==> config.mk <==
export PLATFORM = sky130hd
export DESIGN_NAME = host_port
export DESIGN_NICKNAME = d
export VERILOG_FILES = /design/src/host_port_pkg.sv /design/src/host_port.sv
export SDC_FILE = /design/constraint.sdc
export NUM_CORES = 1
export LEC_CHECK = 0
export BUFFER_PORTS_ARGS = -buffer_cell sky130_fd_sc_hd__buf_2
export CORE_MARGIN = 2
export CORE_UTILIZATION = 46
export DETAILED_ROUTE_END_ITERATION = 8
export HOLD_SLACK_MARGIN = 0.08
export MAX_ROUTING_LAYER = met4
export PLACE_DENSITY_LB_ADDON = 0.1
export SLEW_MARGIN = 20
export SYNTH_ARGS = -nofsm -noshare
export SYNTH_HDL_FRONTEND = slang
export SYNTH_SLANG_ARGS = --single-unit
==> constraint.sdc <==
create_clock -name i_clk -period 2 [get_ports i_clk]
set_input_delay 0.1 -clock i_clk [delete_from_list [all_inputs] [get_ports i_clk]]
set_output_delay 0.1 -clock i_clk [all_outputs]
set_load 0.02 [all_outputs]
==> src/host_port_pkg.sv <==
// Constants, field layouts and carrier types of the host parallel port.
// Assumes one clock domain; host pins are sampled as synchronous inputs.
// Summary of operation
// - Passive 8-bit port, host makes every strobe.
// - One 16-bit input and one output buffer.
// - Pins show input full, output empty.
// - Status select reads status register mirroring flags.
// - Strobes honoured only while chip select low.
// - Strobe assertion raises enabled core interrupt.
// - Control bit 0 picks 16-bit or 8-bit.
// - 16-bit flags set after polarity-chosen last byte.
// - 8-bit mode uses low byte, flags every low byte access.
// - Control bit 1 picks strobe pair or rw.
// - Split strobes low-true; single strobe polarity bit 2.
// - Control bit 4 inverts flag pin polarity, except merged full pin.
// - Control bit 5 ORs flags onto full pin.
// - Control bit 7 inverts empty in status only.
// - Data byte decode by byte select and width.
// - Status reached when byte select equals polarity.
// - Status on host bus, bits 3 and 2.
package host_port_pkg;

  // Control register field positions
  localparam int CTL_WIDTH_SEL_BIT      = 0;
  localparam int CTL_PROTOCOL_SEL_BIT   = 1;
  localparam int CTL_STROBE_POL_BIT     = 2;
  localparam int CTL_BYTE_SEL_POL_BIT   = 3;
  localparam int CTL_FLAG_PIN_POL_BIT   = 4;
  localparam int CTL_FLAG_MERGE_BIT     = 5;
  localparam int CTL_STATUS_EMPTY_INV   = 7;

  // Status register field positions
  localparam int STAT_IN_FULL_BIT       = 3;
  localparam int STAT_OUT_EMPTY_BIT     = 2;

  // Reset values
  localparam logic [15:0] CTL_RESET      = 16'h0000;
  localparam logic [15:0] BUF_RESET      = 16'h0000;
  localparam logic        IN_FULL_RESET  = 1'b0;
  localparam logic        OUT_EMPTY_RESET = 1'b1;

  // Host-side pins, all sampled on i_clk
  typedef struct packed {
    logic       chip_sel_n;
    logic       in_strobe_n;
    logic       out_strobe_n;
    logic       read_write_n;
    logic       single_data_strobe;
    logic       byte_sel;
    logic       status_sel;
    logic [7:0] host_bus;
  } host_pins_t;

  // Byte target of a host access
  typedef enum logic [3:0] {
    TGT_NONE = 4'b0001,
    TGT_LOW  = 4'b0010,
    TGT_HIGH = 4'b0100,
    TGT_STAT = 4'b1000
  } target_t;

  // Host access sequencer
  typedef enum logic [2:0] {
    ST_IDLE  = 3'b001,
    ST_WRITE = 3'b010,
    ST_READ  = 3'b100
  } acc_state_t;

endpackage

==> src/host_port.sv <==
// Host parallel port: buffers, flags, strobe decode and control register.
// Assumes host pins are synchronous to i_clk and the core drives the
// control register and buffer side through single-cycle strobes.
`timescale 1ns/1ps

module host_port
  import host_port_pkg::*;
(
  input  wire logic        i_clk,
  input  wire logic        i_rst_n,
  input  wire host_pins_t  i_host,
  output logic       [7:0] o_host_bus,
  output logic             o_host_bus_oe_n,
  output logic             o_in_buf_full,
  output logic             o_out_buf_empty,
  input  wire logic        i_ctrl_wr,
  input  wire logic [15:0] i_ctrl_wdata,
  output logic      [15:0] o_ctrl,
  output logic       [7:0] o_status,
  input  wire logic        i_core_in_rd,
  output logic      [15:0] o_in_data,
  input  wire logic        i_core_out_wr,
  input  wire logic [15:0] i_core_out_data,
  input  wire logic        i_irq_en_in,
  input  wire logic        i_irq_en_out,
  output logic             o_irq_in,
  output logic             o_irq_out
);

  // Byte target from status select, byte select and control bits
  // Reserved combinations decode to TGT_NONE, so they commit nothing
  // and read back as zero instead of aliasing onto a real byte.
  function automatic target_t decode_target(input logic stat_sel,
                                            input logic bsel,
                                            input logic [15:0] ctl);
    logic match;
    match = (bsel == ctl[CTL_BYTE_SEL_POL_BIT]);
    if (stat_sel) begin
      decode_target = match ? TGT_STAT : TGT_NONE;
    end else if (match) begin
      decode_target = TGT_LOW;
    end else if (ctl[CTL_WIDTH_SEL_BIT]) begin
      decode_target = TGT_HIGH;
    end else begin
      decode_target = TGT_NONE;
    end
  endfunction

  // Byte that completes a word transfer and sets the flag
  // Status accesses never complete a word, so they leave flags alone.
  // In 8-bit mode every low byte access completes the transfer.
  function automatic logic is_last_byte(input target_t tgt,
                                        input logic [15:0] ctl);
    if (!ctl[CTL_WIDTH_SEL_BIT]) begin
      is_last_byte = (tgt == TGT_LOW);
    end else if (ctl[CTL_BYTE_SEL_POL_BIT]) begin
      is_last_byte = (tgt == TGT_LOW);
    end else begin
      is_last_byte = (tgt == TGT_HIGH);
    end
  endfunction

  // Control register
  logic [15:0] ctrl_reg;
  logic [15:0] ctrl_next;

  // Data buffers, host to core and core to host
  logic [15:0] in_buf_reg;
  logic [15:0] in_buf_next;
  logic [15:0] out_buf_reg;
  logic [15:0] out_buf_next;

  // Raw buffer flags, before any pin polarity
  logic        in_full_reg;
  logic        in_full_next;
  logic        out_empty_reg;
  logic        out_empty_next;

  // Access sequencer with latched target and write byte
  acc_state_t  state_reg;
  acc_state_t  state_next;
  target_t     tgt_reg;
  target_t     tgt_next;
  logic [7:0]  wbyte_reg;
  logic [7:0]  wbyte_next;

  // Host bus drive
  logic [7:0]  bus_reg;
  logic [7:0]  bus_next;
  logic        oe_n_reg;
  logic        oe_n_next;

  // Flag pins after polarity and merge
  logic        pin_full_reg;
  logic        pin_full_next;
  logic        pin_empty_reg;
  logic        pin_empty_next;

  // Interrupt pulses toward the core
  logic        irq_in_reg;
  logic        irq_in_next;
  logic        irq_out_reg;
  logic        irq_out_next;

  // Combinational decode of the host pins
  logic [7:0]  status_byte;
  logic        wr_act;
  logic        rd_act;
  logic        ds_act;
  target_t     tgt_now;

  // Strobe decode for both protocols, gated by chip select
  // The chip select gate comes last so it overrides either protocol;
  // a host that ties chip select low gets every strobe honoured.
  // The split strobes are fixed low-true whatever bit 2 holds.
  always_comb begin
    ds_act = (i_host.single_data_strobe ==
              ctrl_reg[CTL_STROBE_POL_BIT]);
    if (ctrl_reg[CTL_PROTOCOL_SEL_BIT]) begin
      wr_act = ds_act && !i_host.read_write_n;
      rd_act = ds_act && i_host.read_write_n;
    end else begin
      wr_act = !i_host.in_strobe_n;
      rd_act = !i_host.out_strobe_n;
    end
    if (i_host.chip_sel_n) begin
      wr_act = 1'b0;
      rd_act = 1'b0;
    end
    tgt_now = decode_target(i_host.status_sel, i_host.byte_sel, ctrl_reg);
  end

  // Status byte as presented to the host
  always_comb begin
    status_byte = 8'h00;
    status_byte[STAT_IN_FULL_BIT] = in_full_reg;
    status_byte[STAT_OUT_EMPTY_BIT] =
      out_empty_reg ^ ctrl_reg[CTL_STATUS_EMPTY_INV];
  end

  // Access sequencer, buffers and flags
  always_comb begin
    state_next     = state_reg;
    tgt_next       = tgt_reg;
    wbyte_next     = wbyte_reg;
    in_buf_next    = in_buf_reg;
    out_buf_next   = out_buf_reg;
    in_full_next   = in_full_reg;
    out_empty_next = out_empty_reg;
    ctrl_next      = ctrl_reg;
    irq_in_next    = 1'b0;
    irq_out_next   = 1'b0;
    if (i_ctrl_wr) begin
      ctrl_next = i_ctrl_wdata;
    end
    // Core side clears; a host set below overrides in the same cycle
    if (i_core_in_rd) begin
      in_full_next = 1'b0;
    end
    if (i_core_out_wr) begin
      out_buf_next   = i_core_out_data;
      out_empty_next = 1'b0;
    end
    // Idle waits for a strobe and latches the target at its start.
    // Write samples the bus while the strobe stands and commits the
    // last byte seen once the strobe goes away.
    // Read holds the bus drive until the strobe goes away, then marks
    // the output buffer empty when the word is complete.
    case (state_reg)
      ST_IDLE: begin
        if (wr_act) begin
          state_next  = ST_WRITE;
          tgt_next    = tgt_now;
          wbyte_next  = i_host.host_bus;
          irq_in_next = i_irq_en_in;
        end else if (rd_act) begin
          state_next   = ST_READ;
          tgt_next     = tgt_now;
          irq_out_next = i_irq_en_out;
        end
      end
      ST_WRITE: begin
        if (wr_act) begin
          wbyte_next = i_host.host_bus;
        end else begin
          state_next = ST_IDLE;
          // Commit on strobe release
          // Late bus data is caught because the byte is resampled on
          // every cycle of the strobe, not only the first.
          if (tgt_reg == TGT_LOW) begin
            in_buf_next[7:0] = wbyte_reg;
          end else if (tgt_reg == TGT_HIGH) begin
            in_buf_next[15:8] = wbyte_reg;
          end
          if (is_last_byte(tgt_reg, ctrl_reg)) begin
            in_full_next = 1'b1;
          end
        end
      end
      ST_READ: begin
        // Empty is set only at release, so a slow host still reads
        // the byte before the core may refill the buffer.
        if (!rd_act) begin
          state_next = ST_IDLE;
          if (is_last_byte(tgt_reg, ctrl_reg)) begin
            out_empty_next = 1'b1;
          end
        end
      end
      default: begin
        state_next = ST_IDLE;
      end
    endcase
  end

  // Host bus drive during a read
  // The bus is driven only while a read strobe stands, so a write
  // that follows never meets the device still driving the bus.
  // Reserved targets drive zero rather than a stale byte.
  always_comb begin
    bus_next  = 8'h00;
    oe_n_next = 1'b1;
    if (rd_act && state_next == ST_READ) begin
      oe_n_next = 1'b0;
      case (tgt_next)
        TGT_LOW:  bus_next = out_buf_reg[7:0];
        TGT_HIGH: bus_next = out_buf_reg[15:8];
        TGT_STAT: bus_next = status_byte;
        default:  bus_next = 8'h00;
      endcase
    end
  end

  // Flag pins with polarity and merge options
  // The merged pin is always positive, ignoring the polarity bit.
  // The status invert bit never reaches the pins.
  always_comb begin
    if (ctrl_reg[CTL_FLAG_MERGE_BIT]) begin
      pin_full_next = in_full_reg | out_empty_reg;
    end else begin
      pin_full_next =
        in_full_reg ^ ctrl_reg[CTL_FLAG_PIN_POL_BIT];
    end
    pin_empty_next =
      out_empty_reg ^ ctrl_reg[CTL_FLAG_PIN_POL_BIT];
  end

  // State registers
  // Reset leaves the output buffer empty and the bus released.
  always_ff @(posedge i_clk or negedge i_rst_n) begin
    if (!i_rst_n) begin
      ctrl_reg      <= CTL_RESET;
      in_buf_reg    <= BUF_RESET;
      out_buf_reg   <= BUF_RESET;
      in_full_reg   <= IN_FULL_RESET;
      out_empty_reg <= OUT_EMPTY_RESET;
      state_reg     <= ST_IDLE;
      tgt_reg       <= TGT_NONE;
      wbyte_reg     <= 8'h00;
      bus_reg       <= 8'h00;
      oe_n_reg      <= 1'b1;
      pin_full_reg  <= IN_FULL_RESET;
      pin_empty_reg <= OUT_EMPTY_RESET;
      irq_in_reg    <= 1'b0;
      irq_out_reg   <= 1'b0;
    end else begin
      ctrl_reg      <= ctrl_next;
      in_buf_reg    <= in_buf_next;
      out_buf_reg   <= out_buf_next;
      in_full_reg   <= in_full_next;
      out_empty_reg <= out_empty_next;
      state_reg     <= state_next;
      tgt_reg       <= tgt_next;
      wbyte_reg     <= wbyte_next;
      bus_reg       <= bus_next;
      oe_n_reg      <= oe_n_next;
      pin_full_reg  <= pin_full_next;
      pin_empty_reg <= pin_empty_next;
      irq_in_reg    <= irq_in_next;
      irq_out_reg   <= irq_out_next;
    end
  end

  // Host side outputs
  assign o_host_bus      = bus_reg;
  assign o_host_bus_oe_n = oe_n_reg;
  assign o_in_buf_full   = pin_full_reg;
  assign o_out_buf_empty = pin_empty_reg;

  // Core side outputs
  assign o_ctrl          = ctrl_reg;
  assign o_status        = status_byte;
  assign o_in_data       = in_buf_reg;
  assign o_irq_in        = irq_in_reg;
  assign o_irq_out       = irq_out_reg;

endmodule

== After elaboration in Yosys (flattened, before gate mapping) ==
Index checks and enable logic that the tools add are counted.
Operators by class
  add/sub/neg operators: 0
  multiply operators: 0
  divide/modulo/power cells: 0
  $lt $le $gt $ge: 0
  equal/unequal tests: 11
  shift-type cells: 0
  multiplexer cells: 39
  bitwise gates (word level): 6
  reductions and logical operators: 10
Operator list (number)
  $mux W1: 25
  $pmux W8 S3: 1
  $mux W4: 5
  $mux W3: 6
  $pmux W3 S3: 1
  $eq A4 B2 Y1 const B: 2
  $eq A4 B3 Y1 const B: 2
  $mux W8: 1
  $eq A3 B3 Y1 const B: 2
  $eq A4 B4 Y1 const B: 1
  $reduce_and A4 Y1: 1
  $eq A3 B1 Y1 const B: 1
  $eq A3 B2 Y1 const B: 1
  $logic_and A1 B1 Y1: 3
  $logic_not A1 Y1: 3
  $reduce_and A3 Y1: 1
  $xor A1 B1 Y1: 3
  $eq A1 B1 Y1: 2
  $not A1 Y1: 2
  $reduce_and A2 Y1: 1
  $reduce_or A2 Y1: 1
  $or A1 B1 Y1: 1
Storage, ports and cells
  bits in registers: 78
  latch bits: 0
  memory bits (writable): 0
  ROM bits: 0
  bits of input ports: 54
  output and inout bits: 53
  logic and storage cells: 81
  memories kept: 0

== Logic depth before layout (Yosys ltp) ==
Gate-level depths: netlist (run 1).
  depth in word-level cells: 10
  depth in mapped cells: 6
  mapped depth without buffers: 5

== Least setup slack after synthesis (run 1) ==
Ideal clock, no wire load.
  path type: reg-to-reg
  from: register state_reg[0]
  to: register bus_reg[0], in the netlist o_host_bus[0]
  library setup time: 0.131 ns
  arrival: 1.832 ns
  data required time: 1.869 ns
  path slack: 0.037 ns
  cell stages (with the launch flop): 6
  buffers on the path: 0
  clock period less this slack: 1.963 ns
  path through: dfstp_2 -> or4b_1 -> a211o_1 -> mux2_4 -> a22oi_1 -> nor2_1
Between the ends
  word-level cells in the longest chain between the ends: 6
  elaborated cells on any way between the ends: 16
  classes of those cells: eq/ne: 7; mux: 8; reduce/logical: 1
RTL lines
  from (decl): RTL line host_port.sv:80  | acc_state_t state_reg;
  from (signal assigned): RTL line host_port.sv:272  | state_reg <= state_next;
  $mux W3: RTL line host_port.sv:176  | end else if (rd_act) begin
  $mux W3: RTL line host_port.sv:171  | if (wr_act) begin
  $pmux W3 S3: RTL line host_port.sv:169  | case (state_reg)
  $eq A3 B3 Y1: RTL line host_port.sv:223  | if (rd_act && state_next == ST_READ) begin
  $logic_and A1 B1 Y1: RTL line host_port.sv:223
  $mux W8 (*): RTL line host_port.sv:223
  via bus_next[0]: RTL line host_port.sv:89  | logic [7:0] bus_next;
  to (signal assigned): RTL line host_port.sv:275  | bus_reg <= bus_next;
  to (decl): RTL line host_port.sv:88  | logic [7:0] bus_reg;
Mark *: on every way through the listed nets, which the timed path passes. The rest lies on a longest branch.
A chain may end at the register's enable or synchronous reset.

== Worst setup path in the final report (run 1) ==
  from: register state_reg[0]
  to: register bus_reg[1], in the netlist o_host_bus[1]
Same word-level chain as after synthesis.

==> metrics.md, run 1 <==
| Metric | Value |
|---|---|
| Vias in the first global route | 2423 |
| CTS tree | built |
| DR iter-0 viols | 55 |
| Avg WL per Cell | 15.0 um |
| Dpl ws | -0.0392 ns |
| Final WL | 7620 um |
| CTS clock-pin slew for the worst setup and hold paths | 0.09 ns |
| # diodes | 0 |
| Max Fclk | 0.488 GHz |
| Clock power frac | 26.9% |
| MaxCap Viol Count | 0 |
| Setup ws final | -0.0500 ns |
| CP max stage cell | dfstp_2 |
| Outcome | finished, violations left |
| Worst Max-Slew Pin Slew | 0.529 ns |
| Pwr Density | 898 nW/um^2 |
| Post-Syn Area per Cell | 13.7 sq um |
| Reg2Reg Depth | 5 |
| Global-route usage over all layers | 20.3% |
| Synthesized area | 3330 sq um |
| Leak | 2.27 nW |
| Final period util | 103% |
| Synth Area in Adders | 0% |
| Data arrival, critical path | 2.27 ns |
| Crit path kind | register to register |
| Antenna violations before repair | 0 |
| Post-synthesis mux area share | 21.0% |
| Inst Count DP | 448 |
| CP cell instances | or4b_4 > a211o_4 > mux2_4 > a22oi_2 > nor2_1 |
| Initial core utilization | 46.6% |
| Post-synthesis simple-gate area fraction | 7.67% |
| Post-synth cell types | 45 |
| Hold Path Class | input pin to register |
| Unrepaired setup endpoints after global routing | true |
| Final hold vios | 0 |
| Async set-reset flop share out of synthesis | 100% |
| Peak supply drop | 0.000679 V |
| Compound-Gate Fraction of Synth Area | 7.45% |
| Critical Path RT | 2.22 ns |
| Final nets | 458 |
| Startpoint Class | register |
| Cell Int Power | 2.87 mW |
| Fin area | 4710 sq um |
| Share of power burned in registers | 48.1% |
| Die height | 89.0 um |
| Setup_tns | -0.204 ns |
| H-tree levels | 3 |
| Setup crit end | o_host_bus[1] |
| Final setup fails | 6 |
| Final ANT Viol Nets | 0 |
| Congestion Overflow GR | 0 |
| HPWL Detailed | 5150 um |
| R2r setup slk | -0.05 ns |
| Proportion of layout cells with a drive suffix above 1 | 51.6% |
| Cell Count, Final, Fillers Out | 508 |
| Worst R2R Start | state_reg[0] |
| Sw Share | 32.2% |
| Largest net degree at the start of global routing | 41 |
| DRT Pass-1 Iters | 4 |
| WHS | 0.0994 ns |
| Cells after Synth | 243 |
| Min Tclk post-route | 2.05 ns |
| # DRC | 0 |
| First-pass GRT wire length | 11800 um |
| Clock skew | 0.0135 ns |
| Post-Synth XOR/XNOR Area | 1.84% |
| Die Span X | 89.0 um |
| R2R Path End | o_host_bus[1] |
| Top Ports | 107 |
| Die Area | 7930 sq um |
| Largest family of logic cells by synthesized area | multiplexers |
| Via-per-instance ratio | 4.93 |
| Crit path launch | state_reg[0] |
| Placed Area | 4030 sq um |
| Crit path capture type | register |
| Final design utilization | 66.0% |
| Post-route total power | 4.23 mW |
| Critical path peak fanout | 7 |
| PortBufs | 100 |
| Num CTS Buffers | 9 |
| Core Region | 7140 sq um |
| Number of synthesized register bits | 78 |
| Synth Flop Type | dfrtp_1 |
| Pins Over Slew Limit | 0 |
| Violated checks | setup timing |
| Placer Congestion | 0.850 |
| Clk Latency, worst-skew pair | 0.35 ns |
| Area Overhead vs Synth | 41.6% |
| Cell Rows | 31 |
| Gate power share | 25.0% |
| Slowest stage delay, CP | 0.53 ns |
| Clk buf depth | 2 |
| Yosys warning total | 0 |
| Sink Count | 78 |
| EDFF count, synth | 0 |
| Headroom to the max-slew limit | 64.8% |
| DR vias | 2503 |
| Seq/Total Area, Yosys | 58.9% |
| Net load switching power | 1.36 mW |
| Root buffer cell | clkbuf_8 |
-- placed cells by master, fill, tap and decap left out, drive strengths merged, types with 3 or more instances in the layout --
cell type	count
a21oi	3
a22oi	6
buf	115
clkbuf	10
conb	6
dfrtp	73
dfstp	5
dlygate4sd3	43
inv	8
mux2	60
nand2	9
nand2b	3
nand3	5
nor2	11
nor2b	3
nor3	5
o21ai	6
xor2	5
-- cell type report --
cell class | instances | area (sq um)
timing repair buffer | 158 | 1080
fill | 585 | 2430
tap | 99 | 124
clock buffer | 10 | 138
inverter | 5 | 18.8
sequential | 78 | 1960
clock inverter | 6 | 52.6
multi-input combinational | 152 | 1340
-- worst min-delay path by stage --
stage,slack (ns),startpoint,cells after the start,endpoint
final,0.1,i_core_in_rd,3,in_full_reg
after CTS,0.09,i_core_in_rd,3,in_full_reg
after global routing,0.11,i_core_in_rd,3,in_full_reg
after global placement,0.11,i_rst_n,1,out_buf_reg[2]
after floorplan,-0.20,i_rst_n,0,in_full_reg
after detailed placement,0.13,i_rst_n,1,out_buf_reg[2]
-- routing by layer --
metal	part of all wire (%)	vias to the layer above	wire length [um]	GRT usage, %
li1	-	1188	-	-
met1	44	1241	3350	26.1
met2	51	65	3880	33.0
met3	3.7	9	280	3.60
met4	1.4	0	104	6.51
met5	0	-	0	-
-- timing repair --
| item | CTS | global route |
|---|---|---|
| endpoints found under the hold margin | 75 | 0 |
| hold buffers | 43 | 0 |
| setup endpoints to repair | 8 | 32 |
| gates resized for setup | 3 | 6 |
| buffers inserted | 1 | 0 |
| pin swaps | 2 | 8 |
| gates cloned | 0 | 0 |
-- synthesized netlist by cell type, types with 2 or more instances --
| cell type | count | area (sq um) |
|---|---|---|
| a211o_1 | 2 | 17.5 |
| nor2_1 | 11 | 41.3 |
| o22ai_1 | 2 | 12.5 |
| xor2_1 | 5 | 43.8 |
| nand3b_1 | 2 | 15.0 |
| nor2b_1 | 3 | 18.8 |
| o21ai_0 | 5 | 25.0 |
| and3_1 | 2 | 12.5 |
| nand2b_1 | 3 | 18.8 |
| buf_4 | 7 | 52.6 |
| dfrtp_1 | 73 | 1830 |
| dfstp_2 | 5 | 131 |
| nor3b_1 | 2 | 15.0 |
| clkbuf_1 | 4 | 15.0 |
| nor3_1 | 4 | 20.0 |
| mux2_2 | 59 | 664 |
| nand3_1 | 5 | 25.0 |
| xnor2_1 | 2 | 17.5 |
| mux2i_1 | 2 | 20.0 |
| nand2_1 | 9 | 33.8 |
| a21oi_1 | 2 | 10.0 |
| a211oi_1 | 2 | 15.0 |
| inv_1 | 5 | 18.8 |
| a22oi_1 | 6 | 45.0 |
-- worst max-delay path, delay by kind of cell (launching register included) --
| family | cells | cell delay, ns |
|---|---|---|
| DFF | 1 | 0.53 |
| and+or+nand+nor | 2 | 0.52 |
| AOI/OAI and AO/OA | 2 | 0.50 |
| muxes | 1 | 0.37 |
-- logic make-up (layout without fill, tap and decap cells) --
kind of cell	count (synthesis)	after routing
AO/OA/AOI/OAI	30	30
XOR/XNOR	7	7
buffers and inverters	18	179
flip-flops	78	78
multiplexers	62	62
other	1	6
AND/OR/NAND/NOR	47	47
-- power by group through the flow --
stage / clock network [mW] / logic [mW] / registers, mW
6_report: 1.14 / 1.06 / 2.03
5_1_grt: 1.22 / 1.15 / 2.08
4_1_cts: 1.16 / 1.05 / 2.03
3_5_place_dp: 0 / 0.963 / 2.06
3_3_place_gp: 0 / 0.944 / 2.05
2_1_floorplan: 0 / 0.530 / 2.13
Note: power is estimated with default switching activity, not from simulation.
==> inputs of run 2 (changes only) <==
- ABC_AREA: not set -> 1
- CORE_UTILIZATION: 46 -> 45
==> run 2 against run 1 <==
The flow now finishes without violations; via count increased by 3.9%; power is 14% higher; non-clock buffer count fell by 12; register-to-register slack better by 0.30 ns; critical path type unchanged.
==> metrics.md, run 2 <==
| Metric | Value |
|---|---|
| Max Fclk | 0.571 GHz (+17%) |
| DR iter-0 viols | 155 (+180%) |
| Gate power share | 31.8% (+6.8 points) |
| Post-synth top cells | dfrtp_1, nand2_1, inv_1 |
| Commonest non-fill, non-tap cell in the layout | buf_2 |
| WHS | 0.127 ns (+0.0272 ns) |
| Crit path kind | register to register |
| Clock power frac | 25.0% (-1.9 points) |
| Proportion of layout cells with a drive suffix above 1 | 36.3% (-15 points) |
| # hold bufs at CTS | 44 (+2.3%) |
| R2R Path End | o_in_data[5] |
| Synthesized area | 3320 sq um (-0.19%) |
| Outcome | finished clean |
| Slowest stage delay, CP | 0.39 ns (-0.14 ns) |
| CTS clock-pin slew for the worst setup and hold paths | 0.09 ns (about the same) |
| Cell Int Power | 3.09 mW (+7.8%) |
| CP max stage cell | dfrtp_1 |
| Clk buf depth | 2 (unchanged) |
| Largest cells by area after synthesis | dfrtp_1, mux2_2, nand2_1 |
| Initial core utilization | 46.0% (-0.59 points) |
| Most frequent cell on the critical path | nand2_1 |
| Die Span X | 89.9 um (+0.96%) |
| EDFF count, synth | 0 (unchanged) |
| Fin area | 4550 sq um (-3.5%) |
| Peak supply drop | 0.000671 V (-1.2%) |
| Most frequent cell after synthesis | dfrtp_1 |
| Final ANT Viol Nets | 0 (unchanged) |
| Final hold vios | 0 (unchanged) |
| Via-per-instance ratio | 4.61 (-6.4%) |
| Clock skew | 0.0108 ns (-0.00271 ns) |
| MaxCap Viol Count | 0 (unchanged) |
| Reg2Reg Depth | 9 (+4) |
| Post-Syn Area per Cell | 10.6 sq um (-23%) |
| Net load switching power | 1.73 mW (+27%) |
| CTS tree | built |
| Num CTS Buffers | 9 (unchanged) |
| Setup ws final | 0.249 ns (+0.299 ns) |
| Placer Congestion | 0.874 (+2.8%) |
| Pins Over Slew Limit | 0 (unchanged) |
| Die Area | 8080 sq um (+1.9%) |
| Global-route usage over all layers | 19.1% (-1.2 points) |
| Worst R2R Start | o_ctrl[2] |
| Final WL | 7140 um (-6.3%) |
| Fillers | 616 (+5.3%) |
| Antenna violations before repair | 0 (unchanged) |
| CP cell instances | inv_1 > nand2_1 > nand3b_1 > nand2_1 > nand2_2 > inv_1 > nor2_1 > nand2_1 > o21ai_0 |
| Cells after Synth | 313 (+29%) |
| Sink Count | 78 (unchanged) |
| DRT Pass-1 Iters | 4 (unchanged) |
| Pwr Density | 1060 nW/um^2 (+18%) |
| Number of synthesized register bits | 78 (unchanged) |
| R2r setup slk | 0.25 ns (+0.30 ns) |
| PortBufs | 100 (unchanged) |
| Post-CTS resize count | 0 (-3) |
| Hold Path Class | input pin to register |
| Seq/Total Area, Yosys | 59.0% (+0.11 points) |
| Headroom to the max-slew limit | 65.6% (+0.89 points) |
| Post-synth cell types | 33 (-27%) |
| Setup_tns | 0 ns (+0.204 ns) |
| # diodes | 0 (unchanged) |
| Min Tclk post-route | 1.75 ns (-0.299 ns) |
| First-pass GRT wire length | 12100 um (+2.3%) |
| H-tree levels | 3 (unchanged) |
| Data arrival, critical path | 2.00 ns (-0.27 ns) |
| DR vias | 2601 (+3.9%) |
| Largest net degree at the start of global routing | 43 (+4.9%) |
| Critical Path RT | 2.25 ns (+0.03 ns) |
| Dpl ws | 0.250 ns (+0.289 ns) |
| Avg WL per Cell | 12.7 um (-16%) |
| # Post-CTS Setup Buffers | 0 (-1) |
| Final period util | 87.6% (-15 points) |
| # DRC | 0 (unchanged) |
| Yosys warning total | 0 (unchanged) |
| Async set-reset flop share out of synthesis | 100% (unchanged) |
| Share of power burned in registers | 43.2% (-4.9 points) |
| Vias in the first global route | 2614 (+7.9%) |
| Worst Max-Slew Pin Slew | 0.514 ns (-0.0146 ns) |
| Share of the synthesized area in the top cell type | 55.0% (+0.10 points) |
| Endpoint, Worst Hold | o_host_bus_oe_n |
| Die height | 89.9 um (+0.96%) |
| Leading area contributor after synthesis | dfrtp_1 |
| Final nets | 514 (+12%) |
| Leading cell types in the layout, fill and taps excluded | buf_2, dfrtp_1, nand2_1 |
| Unrepaired setup endpoints after global routing | false |
| Synth Flop Type | dfrtp_1 |
| Startpoint Class | register |
| Sw Share | 35.9% (+3.7 points) |
| Core Region | 7210 sq um (+1.1%) |
| Area Overhead vs Synth | 36.9% |
| Final setup fails | 0 (-6) |
| Congestion Overflow GR | 0 (unchanged) |
| Clk Latency, worst-skew pair | 0.35 ns (about the same) |
| Placed Area | 3900 sq um (-3.2%) |
| Top Ports | 107 (unchanged) |
| Crit path capture type | register |
| Critical path peak fanout | 16 (+9) |
| HP Start | i_host[14] |
| Leak | 2.29 nW (+0.74%) |
| Root buffer cell | clkbuf_8 |
| HPWL Detailed | 4820 um (-6.3%) |
| Cell Rows | 31 (unchanged) |
| Worst hold path stage count | 3 (unchanged) |
==> run 2: worst max-delay path: cells and delay by family (launching register included) <==
family	cells	cell delay, ns
buffers and inverters	2	0.14
flip-flops	1	0.39
AND/OR/NAND/NOR	6	0.82
AO/OA/AOI/OAI	1	0.30
==> run 2: cell type report <==
| type | count | area, sq um | area share [%] |
|---|---|---|---|
| clock buffer | 9 | 124 | 2.72 |
| clock inverter | 7 | 80.1 | 1.76 |
| inverter | 33 | 124 | 2.72 |
| multi-input combinational | 192 | 1170 | 25.6 |
| sequential | 78 | 1960 | 43.1 |
| tap | 99 | 124 | 2.72 |
| timing repair buffer | 146 | 971 | 21.4 |
==> run 2: worst max path at each step <==
stage                         start             to  slack (ns)  depth (start not counted)
after CTS                 o_ctrl[1]  o_host_bus[2]        0.24                         12
after global routing      o_ctrl[2]   o_in_data[3]        0.02                         10
after floorplan           o_ctrl[1]  o_host_bus[2]        0.32                         12
after global placement    o_ctrl[2]  o_host_bus[3]        0.30                         13
final                     o_ctrl[2]   o_in_data[5]        0.25                          9
after detailed placement  o_ctrl[1]  o_host_bus[2]        0.25                         12
==> run 2: stage by stage <==
step                util (%)  total power, mW  cells
floorplan                  -             3.16    318
finish                  63.0             4.82    564
global route            63.0             5.14    564
global placement        54.1             3.57    504
detailed placement      54.1             3.60    504
CTS                     63.0             4.88    564
==> run 2: logic make-up after synthesis <==
| group | Yosys count | synth area share [%] |
|---|---|---|
| multiplexers | 28 | 9.46 |
| buffers and inverters | 48 | 6.48 |
| other | 1 | 0.113 |
| AO/OA/AOI/OAI | 44 | 7.16 |
| flip-flops | 78 | 59.0 |
| AND/OR/NAND/NOR | 111 | 17.0 |
| XOR/XNOR | 3 | 0.791 |
==> run 2: power groups by stage <==
stage / registers, mW / logic [mW] / clock network (mW)
2_1_floorplan: 2.30 / 0.853 / 0
3_3_place_gp: 2.11 / 1.46 / 0
3_5_place_dp: 2.11 / 1.49 / 0
4_1_cts: 2.08 / 1.56 / 1.24
5_1_grt: 2.13 / 1.71 / 1.30
6_report: 2.08 / 1.54 / 1.21
==> run 2: per-layer routing <==
layer / vias to the layer above / global-route usage, % / wire length, um
met3: 10 / 3.69 / 281
met4: 0 / 7.31 / 126
met1: 1223 / 24.0 / 3190
met5: - / - / 0
li1: 1303 / - / -
met2: 65 / 30.9 / 3540
